**config.mk**
```make
export PLATFORM = sky130hd
export DESIGN_NAME = gated_timer
export DESIGN_NICKNAME = d
export VERILOG_FILES = /design/src/logic/gated_timer_pkg.sv /design/src/logic/gated_timer.sv /design/src/logic/crystal_osc.sv
export SDC_FILE = /design/constraint.sdc
export NUM_CORES = 1
export LEC_CHECK = 0
export ABC_AREA = 1
export BUFFER_PORTS_ARGS = -buffer_cell sky130_fd_sc_hd__clkbuf_2
export CAP_MARGIN = 25
export CELL_PAD_IN_SITES_DETAIL_PLACEMENT = 1
export CELL_PAD_IN_SITES_GLOBAL_PLACEMENT = 1
export CORE_MARGIN = 4
export CORE_UTILIZATION = 40
export CTS_CLUSTER_SIZE = 16
export DETAILED_ROUTE_END_ITERATION = 7
export PLACE_DENSITY_LB_ADDON = 0.05
export SKIP_CTS_REPAIR_TIMING = 1
export SYNTH_ARGS = -nofsm -noshare
export SYNTH_HDL_FRONTEND = slang
export SYNTH_HIERARCHICAL = 1
export SYNTH_SLANG_ARGS = --single-unit
```
**constraint.sdc**
```tcl
create_clock -name clk -period 1.8 [get_ports clk]
set_input_delay 0.45 -clock clk [delete_from_list [all_inputs] [get_ports clk]]
set_output_delay 0.45 -clock clk [all_outputs]
set_load 0.02 [all_outputs]
```
**src/logic/gated_timer_pkg.sv**
```systemverilog
package gated_timer_pkg;
	localparam int COUNT_WIDTH = 16;
	localparam logic [15:0] COUNT_RESET = 16'h0000;
	localparam logic [15:0] COUNT_MAX = 16'hffff;
	localparam logic [2:0] PRESCALE_RESET = 3'h0;
	localparam logic [1:0] PSEL_DIV1 = 2'h0;
	localparam logic [1:0] PSEL_DIV2 = 2'h1;
	localparam logic [1:0] PSEL_DIV4 = 2'h2;
	localparam logic [1:0] PSEL_DIV8 = 2'h3;
	localparam logic [1:0] QUARTER_LAST = 2'h3;
	localparam real CRYSTAL_KHZ = 32.768;
	localparam real CLK_MHZ = 125.0;
	localparam int CRYSTAL_HALF_CYCLES =
		int'($floor(CLK_MHZ * 1000.0 / CRYSTAL_KHZ / 2.0));
	localparam int CRYSTAL_CNT_WIDTH = 12;
	typedef enum logic [1:0]
	{
		ARM_WAIT_FALL = 2'b00,
		ARM_READY = 2'b01
	} arm_t;
endpackage : gated_timer_pkg

```
**src/logic/gated_timer.sv**
```systemverilog
// Function
// [RULE1] 16-bit up-counter, accessed as high and low byte.
// [RULE2] Writing either byte replaces that byte of the live count at once.
// [RULE3] Source select 0 counts system clock over four; 1 counts external clock.
// [RULE4] Internal source advances on oscillator multiples set by the prescaler.
// [RULE5] External counting increments on rising edges of the external input.
// [RULE6] External clock path is synchronised or unsynchronised, selectable.
// [RULE7] Counter needs a falling edge before first counted rising edge.
// [RULE8] Prescaler divides selected input by 1, 2, 4 or 8.
// [RULE9] Prescale counter hidden; cleared by any counter byte write.
// [RULE10] Low-power 32.768 kHz crystal oscillator, enable bit, runs in sleep.
// [RULE11] Crystal clocks counter only in internal or low-power crystal mode.
// [RULE12] Crystal on forces oscillator pin directions to 1, data to 0.
// [RULE13] Software lets the crystal settle before switching the timer on.
// [RULE14] Sync bypass set counts external input without synchronisation.
// [RULE15] Asynchronous counting runs in sleep; overflow wakes the processor.
// [RULE16] Mode switches may lose or add one increment.
// [RULE17] Prescale select 11 is 1:8, 10 is 1:4, 01 is 1:2, 00 is 1:1.
// [RULE18] Count wraps FFFFh to 0000h and sets the overflow flag.
// [RULE19] Gate enable with timer on counts only while selected gate active.
// [RULE20] Gate invert set counts while gate high; clear counts while low.
// [RULE21] Counter advances only while timer on is set.
// [RULE22] Overflow flag sticks until cleared; set regardless of interrupt enable.
`timescale 1ns/1ps
`default_nettype none
module gated_timer
	import gated_timer_pkg::*;
(
	// System
	input wire logic clk,
	input wire logic rst_n,
	// Control bits
	input wire logic timerOn,
	input wire logic clockSourceSelect,
	input wire logic syncBypass,
	input wire logic [1:0] prescaleSelect,
	input wire logic crystalOscEnable,
	input wire logic gateEnable,
	input wire logic gateInvert,
	input wire logic gateSourceSelect,
	input wire logic internalOscMode,
	input wire logic sleeping,
	// Counter byte access
	input wire logic [7:0] writeData,
	input wire logic writeHigh,
	input wire logic writeLow,
	input wire logic overflowClear,
	// External inputs
	input wire logic externalCountInput,
	input wire logic gatePin,
	input wire logic comparatorTwoOutput,
	// Status
	output logic [7:0] countHighByte,
	output logic [7:0] countLowByte,
	output logic overflowFlag,
	output logic wakeRequest,
	output logic oscPinADirection,
	output logic oscPinBDirection,
	output logic oscPinAData,
	output logic oscPinBData
);
	typedef struct packed
	{
		logic [15:0] count;
		logic [2:0] prescale;
		logic [1:0] quarter;
		logic extMeta;
		logic extSync;
		logic extLast;
		arm_t arm;
		logic overflow;
		logic wake;
		logic pinDir;
	} timer_state_t;
	timer_state_t state;
	timer_state_t next_state;
	logic crystalClock;
	logic useCrystal;
	logic extLevel;
	logic extRise;
	logic extFall;
	logic tick;
	logic gateOpen;
	logic gateLevel;
	logic prescaleDone;
	logic wrapped;

	function automatic logic [2:0] prescaleLast(input logic [1:0] sel);
		case (sel) // RULE17
			PSEL_DIV1: prescaleLast = 3'h0;
			PSEL_DIV2: prescaleLast = 3'h1;
			PSEL_DIV4: prescaleLast = 3'h3;
			PSEL_DIV8: prescaleLast = 3'h7;
			default: prescaleLast = 3'h0;
		endcase
	endfunction : prescaleLast

	crystal_osc crystal
	(
		.clk(clk),
		.rst_n(rst_n),
		.enable(crystalOscEnable), // RULE10
		.oscClock(crystalClock)
	);

	always_comb
	begin
		next_state = state;
		wrapped = 1'b0;

		// Input sampling
		useCrystal = crystalOscEnable && internalOscMode; // RULE11
		next_state.extMeta = useCrystal ? crystalClock : externalCountInput;
		next_state.extSync = state.extMeta;
		// Bypass path skips the second stage; sync path adds one more
		extLevel = syncBypass ? state.extMeta : state.extSync; // RULE6 RULE14
		next_state.extLast = extLevel;
		extRise = extLevel && !state.extLast; // RULE5
		extFall = !extLevel && state.extLast;

		// Gate
		gateLevel = gateSourceSelect ? comparatorTwoOutput : gatePin;
		gateOpen = !gateEnable || (gateLevel == gateInvert); // RULE19 RULE20

		// Arm on falling edge before first rising count
		case (state.arm)
			ARM_WAIT_FALL:
			begin
				if (extFall)
					next_state.arm = ARM_READY; // RULE7
			end
			ARM_READY:
				next_state.arm = ARM_READY;
			default:
				next_state.arm = ARM_WAIT_FALL;
		endcase

		// Clock source
		next_state.quarter = state.quarter + 1'b1;
		if (clockSourceSelect) // RULE3
			tick = extRise && state.arm == ARM_READY;
		else
			tick = state.quarter == QUARTER_LAST; // RULE4
		// Sleep stops internal timing; async external counting runs on
		if (sleeping && !(clockSourceSelect && syncBypass))
			tick = 1'b0; // RULE15

		// Prescaler and counter
		prescaleDone = state.prescale == prescaleLast(prescaleSelect);
		next_state.wake = 1'b0;
		if (timerOn && gateOpen && tick) // RULE21
		begin
			if (prescaleDone) // RULE8
			begin
				next_state.prescale = PRESCALE_RESET;
				next_state.count = state.count + 1'b1; // RULE1 RULE16
				if (state.count == COUNT_MAX)
				begin
					wrapped = 1'b1;
					next_state.overflow = 1'b1; // RULE18 RULE22
					next_state.wake = sleeping; // RULE15
				end
			end
			else
				next_state.prescale = state.prescale + 1'b1;
		end

		// Rearm and byte writes
		if (!timerOn)
			next_state.arm = ARM_WAIT_FALL; // RULE7
		if (writeHigh || writeLow)
		begin
			next_state.prescale = PRESCALE_RESET; // RULE9
			next_state.arm = ARM_WAIT_FALL; // RULE7
		end
		if (writeHigh)
			next_state.count[15:8] = writeData; // RULE2
		if (writeLow)
			next_state.count[7:0] = writeData; // RULE2

		// Overflow flag; a wrap in the clear cycle keeps it set
		if (overflowClear && !wrapped)
			next_state.overflow = 1'b0; // RULE22
		next_state.pinDir = crystalOscEnable; // RULE12
	end

	always_ff @(posedge clk or negedge rst_n)
	begin
		if (!rst_n)
		begin
			state <= '0;
			state.arm <= ARM_WAIT_FALL;
		end
		else
			state <= next_state;
	end

	assign countHighByte = state.count[15:8];
	assign countLowByte = state.count[7:0];
	assign overflowFlag = state.overflow;
	assign wakeRequest = state.wake;
	assign oscPinADirection = state.pinDir; // RULE12
	assign oscPinBDirection = state.pinDir;
	assign oscPinAData = 1'b0; // RULE12
	assign oscPinBData = 1'b0;
endmodule : gated_timer
`default_nettype wire

```
**src/logic/crystal_osc.sv**
```systemverilog
`timescale 1ns/1ps
`default_nettype none
module crystal_osc
	import gated_timer_pkg::*;
(
	// System
	input wire logic clk,
	input wire logic rst_n,
	// Control
	input wire logic enable,
	// Clock out
	output logic oscClock
);
	typedef struct packed
	{
		logic [CRYSTAL_CNT_WIDTH-1:0] count;
		logic level;
	} osc_state_t;
	osc_state_t state;
	osc_state_t next_state;
	localparam logic [CRYSTAL_CNT_WIDTH-1:0] HALF_LAST =
		CRYSTAL_CNT_WIDTH'(CRYSTAL_HALF_CYCLES - 1);

	// Free-running divider; keeps going while the core sleeps
	always_comb
	begin
		next_state = state;
		if (!enable)
		begin
			next_state.count = '0;
			next_state.level = 1'b0;
		end
		else if (state.count == HALF_LAST)
		begin
			next_state.count = '0;
			next_state.level = ~state.level;
		end
		else
			next_state.count = state.count + 1'b1;
	end

	always_ff @(posedge clk or negedge rst_n)
	begin
		if (!rst_n)
			state <= '0;
		else
			state <= next_state;
	end

	assign oscClock = state.level;
endmodule : crystal_osc
`default_nettype wire

```
# Word-level counts from Yosys, hierarchy flattened
# Cells that the tools add are included.
[totals] reg_bits=42 inputBits=27 output_inout_bits=22 elab_cells=84
[classes] add_sub_neg=4 eq_ne=11 mux=26 bitwise=1 reduce_logical=29
[op_table] operator="$mux 19" n=1
[op_table] operator="$add 16x1->16 const B" n=1
[op_table] operator="$eq 16x16->1 const B" n=1
[op_table] operator="$mux 16" n=1
[op_table] operator="$mux 8" n=2
[op_table] operator="$reduce_bool 2->1" n=8
[op_table] operator="$mux 13" n=1
[op_table] operator="$add 12x1->12 const B" n=1
[op_table] operator="$eq 12x11->1 const B" n=1
[op_table] operator="$mux 12" n=1
[op_table] operator="$mux 2" n=6
[op_table] operator="$pmux 3 s4" n=1
[op_table] operator="$mux 1" n=10
[op_table] operator="$logic_and 1x1->1" n=9
[op_table] operator="$eq 2x2->1 const B" n=3
[op_table] operator="$mux 3" n=2
[op_table] operator="$logic_not 1->1" n=5
[op_table] operator="$eq 2x1->1 const B" n=2
[op_table] operator="$logic_not 2->1" n=2
[op_table] operator="$ne 4x4->1 const B" n=1
[op_table] operator="$pmux 2 s2" n=1
[op_table] operator="$reduce_and 2->1" n=2
[op_table] operator="$add 3x1->3 const B" n=1
[op_table] operator="$eq 3x3->1" n=1
[op_table] operator="6 further kinds" n=7

# Logic depth before layout (Yosys ltp)
[depth] ltp_word=11 depth_mapped=10

# By module
# The synthesis kept the hierarchy.
[by_module_without_submodules] module="gated_timer" instances=1 cells_each=286 area_per_inst_um2=1961.9 seq_area_each_um2=700.7
[by_module_without_submodules] module="crystal_osc" instances=1 cells_each=87 area_per_inst_um2=778.2 seq_area_each_um2=325.3

# Worst setup path after synthesis
# OpenSTA, ideal clock, no wires.
[synth_timing] path_kind="input to register" from="in writeHigh" to="reg state (netlist bit countHighByte[2])" setup_ns=0.117 arrival_time_ns=1.250 t_required_ns=1.683 setup_slack_ns=0.433 cell_stages=7 path_cell_list="buf_2 -> clkinv_1 -> clkbuf_1 -> nand3_1 -> nand2_1 -> nand2_1 -> nand2_1"
[synth_between] elab_chain_len=2 word_cells_on_any_way=4
[synth_rtl] element="start, declared" line_no="gated_timer.sv:45" rtl="input wire logic writeHigh,"
[synth_rtl] element="$reduce_bool 2->1 (no source line)"
[synth_rtl] element="$reduce_and 2->1 (no source line)"
[synth_rtl] element="end signal, assigned" line_no="gated_timer.sv:195" rtl="state <= next_state;"
[synth_rtl] element="end, declared" line_no="gated_timer.sv:75" rtl="timer_state_t state;"
# Parallel ways exist; a longest one is shown, timed or not.
# A chain may end at the register's enable or synchronous reset.

# Worst setup path after layout
[layout_timing] from="reg state[8] (netlist name)" to="reg state (netlist bit countLowByte[5])"
[layout_between] elab_chain_len=6
[layout_rtl] element="$eq 2x2->1" line_no="gated_timer.sv:143" rtl="tick = state.quarter == QUARTER_LAST;"
[layout_rtl] element="$mux 1" line_no="gated_timer.sv:140" rtl="if (clockSourceSelect)"
[layout_rtl] element="$mux 1" line_no="gated_timer.sv:145" rtl="if (sleeping && !(clockSourceSelect && syncBypass))"
[layout_rtl] element="$logic_and 1x1->1" line_no="gated_timer.sv:151" rtl="if (timerOn && gateOpen && tick)"
[layout_rtl] element="$reduce_bool 2->1 (no source line)"
[layout_rtl] element="$reduce_and 2->1 (no source line)"
# No other way between the ends.

==> impl_metrics.json <==
{
  "setup_viol": 0,
  "first_pass_iters": 4,
  "dp_hpwl_um": 5556,
  "htreeDepth": 2,
  "critical_path_buf_inv_count": 0,
  "cp-end-kind": "register",
  "ys_types": 38,
  "layout.cells.non_filler": 488,
  "tns_ns": 0,
  "num-nets-final": 442,
  "slowest_delay_ns": 0.39,
  "start_kind": "register",
  "ir_worst_vdd_mv": 0.4824,
  "via_per_inst": 5.105,
  "grt_util_all_layers": 0.1820,
  "avgSynthCellArea_um2": 7.346,
  "period_share": 0.8734,
  "die_w_um": 90.77,
  "path_class": "reg2reg",
  "design_area_um2": 3090,
  "synth_warnings": 6,
  "fmax_mhz": 636.1,
  "fp.dieH_um": 90.77,
  "areaGrowthSynthToFinish_pct": 12.79,
  "rows": 29,
  "layout-drive-gt1-share": 0.2165,
  "num_vias": 2491,
  "cts_inserted_buffers": 5,
  "outcome": "finished, final reports clean",
  "die-area_um2": 8238,
  "finalWorstSetupSlack_ns": 0.2279,
  "min_path_type": "in2async",
  "drv_slew": 0,
  "place_ws_ns": 0.07487,
  "cts_max_path_buffers": 2,
  "seq_area_frac_synth": 0.3744,
  "synthCells": 373,
  "io_buffers": 46,
  "drv_cap": 0,
  "power_density_nw_per_um2": 782.7,
  "skew_ns": 0.004112,
  "grt_max_degree": 21,
  "crit_top_cell": "nand2_1",
  "clk-insertion-delay-late_ns": 0.30,
  "cts_root_buf": "clkbuf_8",
  "diodes": 0,
  "ff2ff_setup_slack_ns": 0.23,
  "slowest_stage": "dfrtp_1",
  "start_util": 0.4219,
  "worstPathArrival_ns": 1.77,
  "io_pins": 49,
  "drcViolationCount": 0,
  "gr-total-overflow": 0,
  "power_leakage_nw": 1.665,
  "clock_sinks": 41,
  "cts.clk_slew.worst_paths_ns": 0.08,
  "ys_ff_latch": 41,
  "rsz0062_at_grt": "false",
  "gp_congestion": 0.7989,
  "postSynth.asyncResetShare": 1.000,
  "first_global_vias": 2640,
  "ant_nets": 0,
  "worstMarginPinSlew_ns": 0.5481,
  "max_slew_margin": 0.6346,
  "drtIter0Drc": 81,
  "dp_cells": 480,
  "path_cells": "ha_1 -> or2_1 -> nand3_1 -> a21oi_2 -> nand3_4 -> nand2_2 -> nand2_1 -> nand2_1",
  "postPlaceCellArea_um2": 2957,
  "cp_top_family": "simple AND/OR/NAND/NOR gates",
  "final-hold-violation-count": 0,
  "wl_um": 7063,
  "critPathRequiredTime_ns": 1.99,
  "antenna_found_initial": 0,
  "min_period_ns": 1.572,
  "grt_pass1_wl_um": 12270,
  "path_max_fanout": 18,
  "synthFlopType": "dfrtp_1",
  "synth_enable_flop_cells": 0,
  "cts_tree": "done",
  "coreArea_um2": 6495,
  "holdWs_ns": 0.1190,
  "synth_area_um2": 2740,
  "wl_per_cell_um": 14.47
}
[flip-flops by register name, summed over array words and instances, names as in the netlist]
register,flops
next_state,1
crystal/state,12
overflowFlag,1
crystal/oscClock,1
oscPinADirection,1
countHighByte,8
state,8
countLowByte,8
wakeRequest,1
[power breakdown]
group	leakage (nW)	total (mW)	switching [mW]	internal (mW)
sequential	0.533	1.07	0.0837	0.983
clock	0.0681	0.891	0.340	0.551
combinational	1.06	0.461	0.291	0.171
[path summary, 6_finish.rpt]
check / startpoint / to / cells after the start
hold / removal: rst_n / countLowByte[4]$_DFFE_PN0P_ / 1
max in group asynchronous: rst_n / wakeRequest$_DFF_PN0_ / 2
hold reg to reg: next_state[6]$_DFF_PN0_ / state[6]$_DFF_PN0_ / 0
setup / recovery: state[8]$_DFF_PN0_ / countLowByte[5]$_DFFE_PN0P_ / 8
min in group clk: internalOscMode / next_state[6]$_DFF_PN0_ / 2
setup reg to reg: state[8]$_DFF_PN0_ / countLowByte[5]$_DFFE_PN0P_ / 8
[area by class of cell]
type                    instances  area (um^2)
multi-input cells             271         1405
clock buffers                   5        68.82
inverters                      37        138.9
well taps                      77        96.34
repair buffers                 54        290.3
clock inverters                 3        65.06
fillers                       861         3405
flip-flops and latches         41         1026
[synthesized netlist by cell type, types with 2 or more instances]
cell        n  area, um^2
nor2_4      3       33.78
inv_1      29       108.9
xor2_1      4       35.03
nand2_2     3       18.77
ha_1        5       62.56
a31oi_1     3       18.77
nor2_2      2       12.51
nand4_1     9       56.30
buf_4      19       142.6
a21oi_1     2       10.01
o21ai_1     4       20.02
o21bai_1    2       15.01
nand2_1   114       427.9
nor2_1     39       146.4
clkbuf_1    4       15.01
nand2_4     4       45.04
nand3_4     2       35.03
nand3b_1    2       15.01
o21ai_0     9       45.04
dfrtp_1    41        1026
nand3_1    44       220.2
inv_2       4       15.01
xnor2_1     6       52.55
nor2_8      2       40.04
clkinv_1    4       15.01
[logic make-up (layout without fill, tap and decap cells)]
kind of cell	count (synthesis)	after routing	share of synthesized area
flip-flops	41	41	0.3744
AO/OA/AOI/OAI	24	24	0.05297
AND/OR/NAND/NOR	230	230	0.4023
other	1	2	0.001369
XOR/XNOR	10	10	0.03196
buffers and inverters	62	99	0.1141
adder cells (fa/ha/maj)	5	5	0.02283
[cell usage in the layout, fill, tap and decap left out, drive strengths merged]
master  netlist  final
a21o          1      1
a21oi         3      3
a31oi         3      3
buf          21      8
bufinv        0      2
clkbuf        4     51
clkinv        4      5
conb          1      2
dfrtp        41     41
ha            5      5
inv          33     33
nand2       121    121
nand3        47     47
nand3b        2      2
nand4         9      9
nor2         46     46
nor3          1      1
nor3b         1      1
o21ai        14     14
o21bai        3      3
or2           3      3
xnor2         6      6
xor2          4      4
[layer usage]
metal,GRT usage,share of wire
met4,0.06760,0.017
met3,0.03167,0.034
met5,0,0
met2,0.2996,0.49
met1,0.2383,0.46
[worst register-to-register path: cells and delay by family (launching register included)]
kind                       cells  cell delay (ns)
and+or+nand+nor                6             0.84
DFF                            1             0.39
adders and majority gates      1             0.19
AOI/OAI and AO/OA              1             0.06
[stage by stage]
step	power, mW	util
5_1_grt	2.569	0.4758
3_3_place_gp	1.537	0.4552
4_1_cts	2.456	0.4758
3_5_place_dp	1.555	0.4552
6_report	2.419	0.4758
2_1_floorplan	1.424	-
Power figures use the tool's default switching activity.
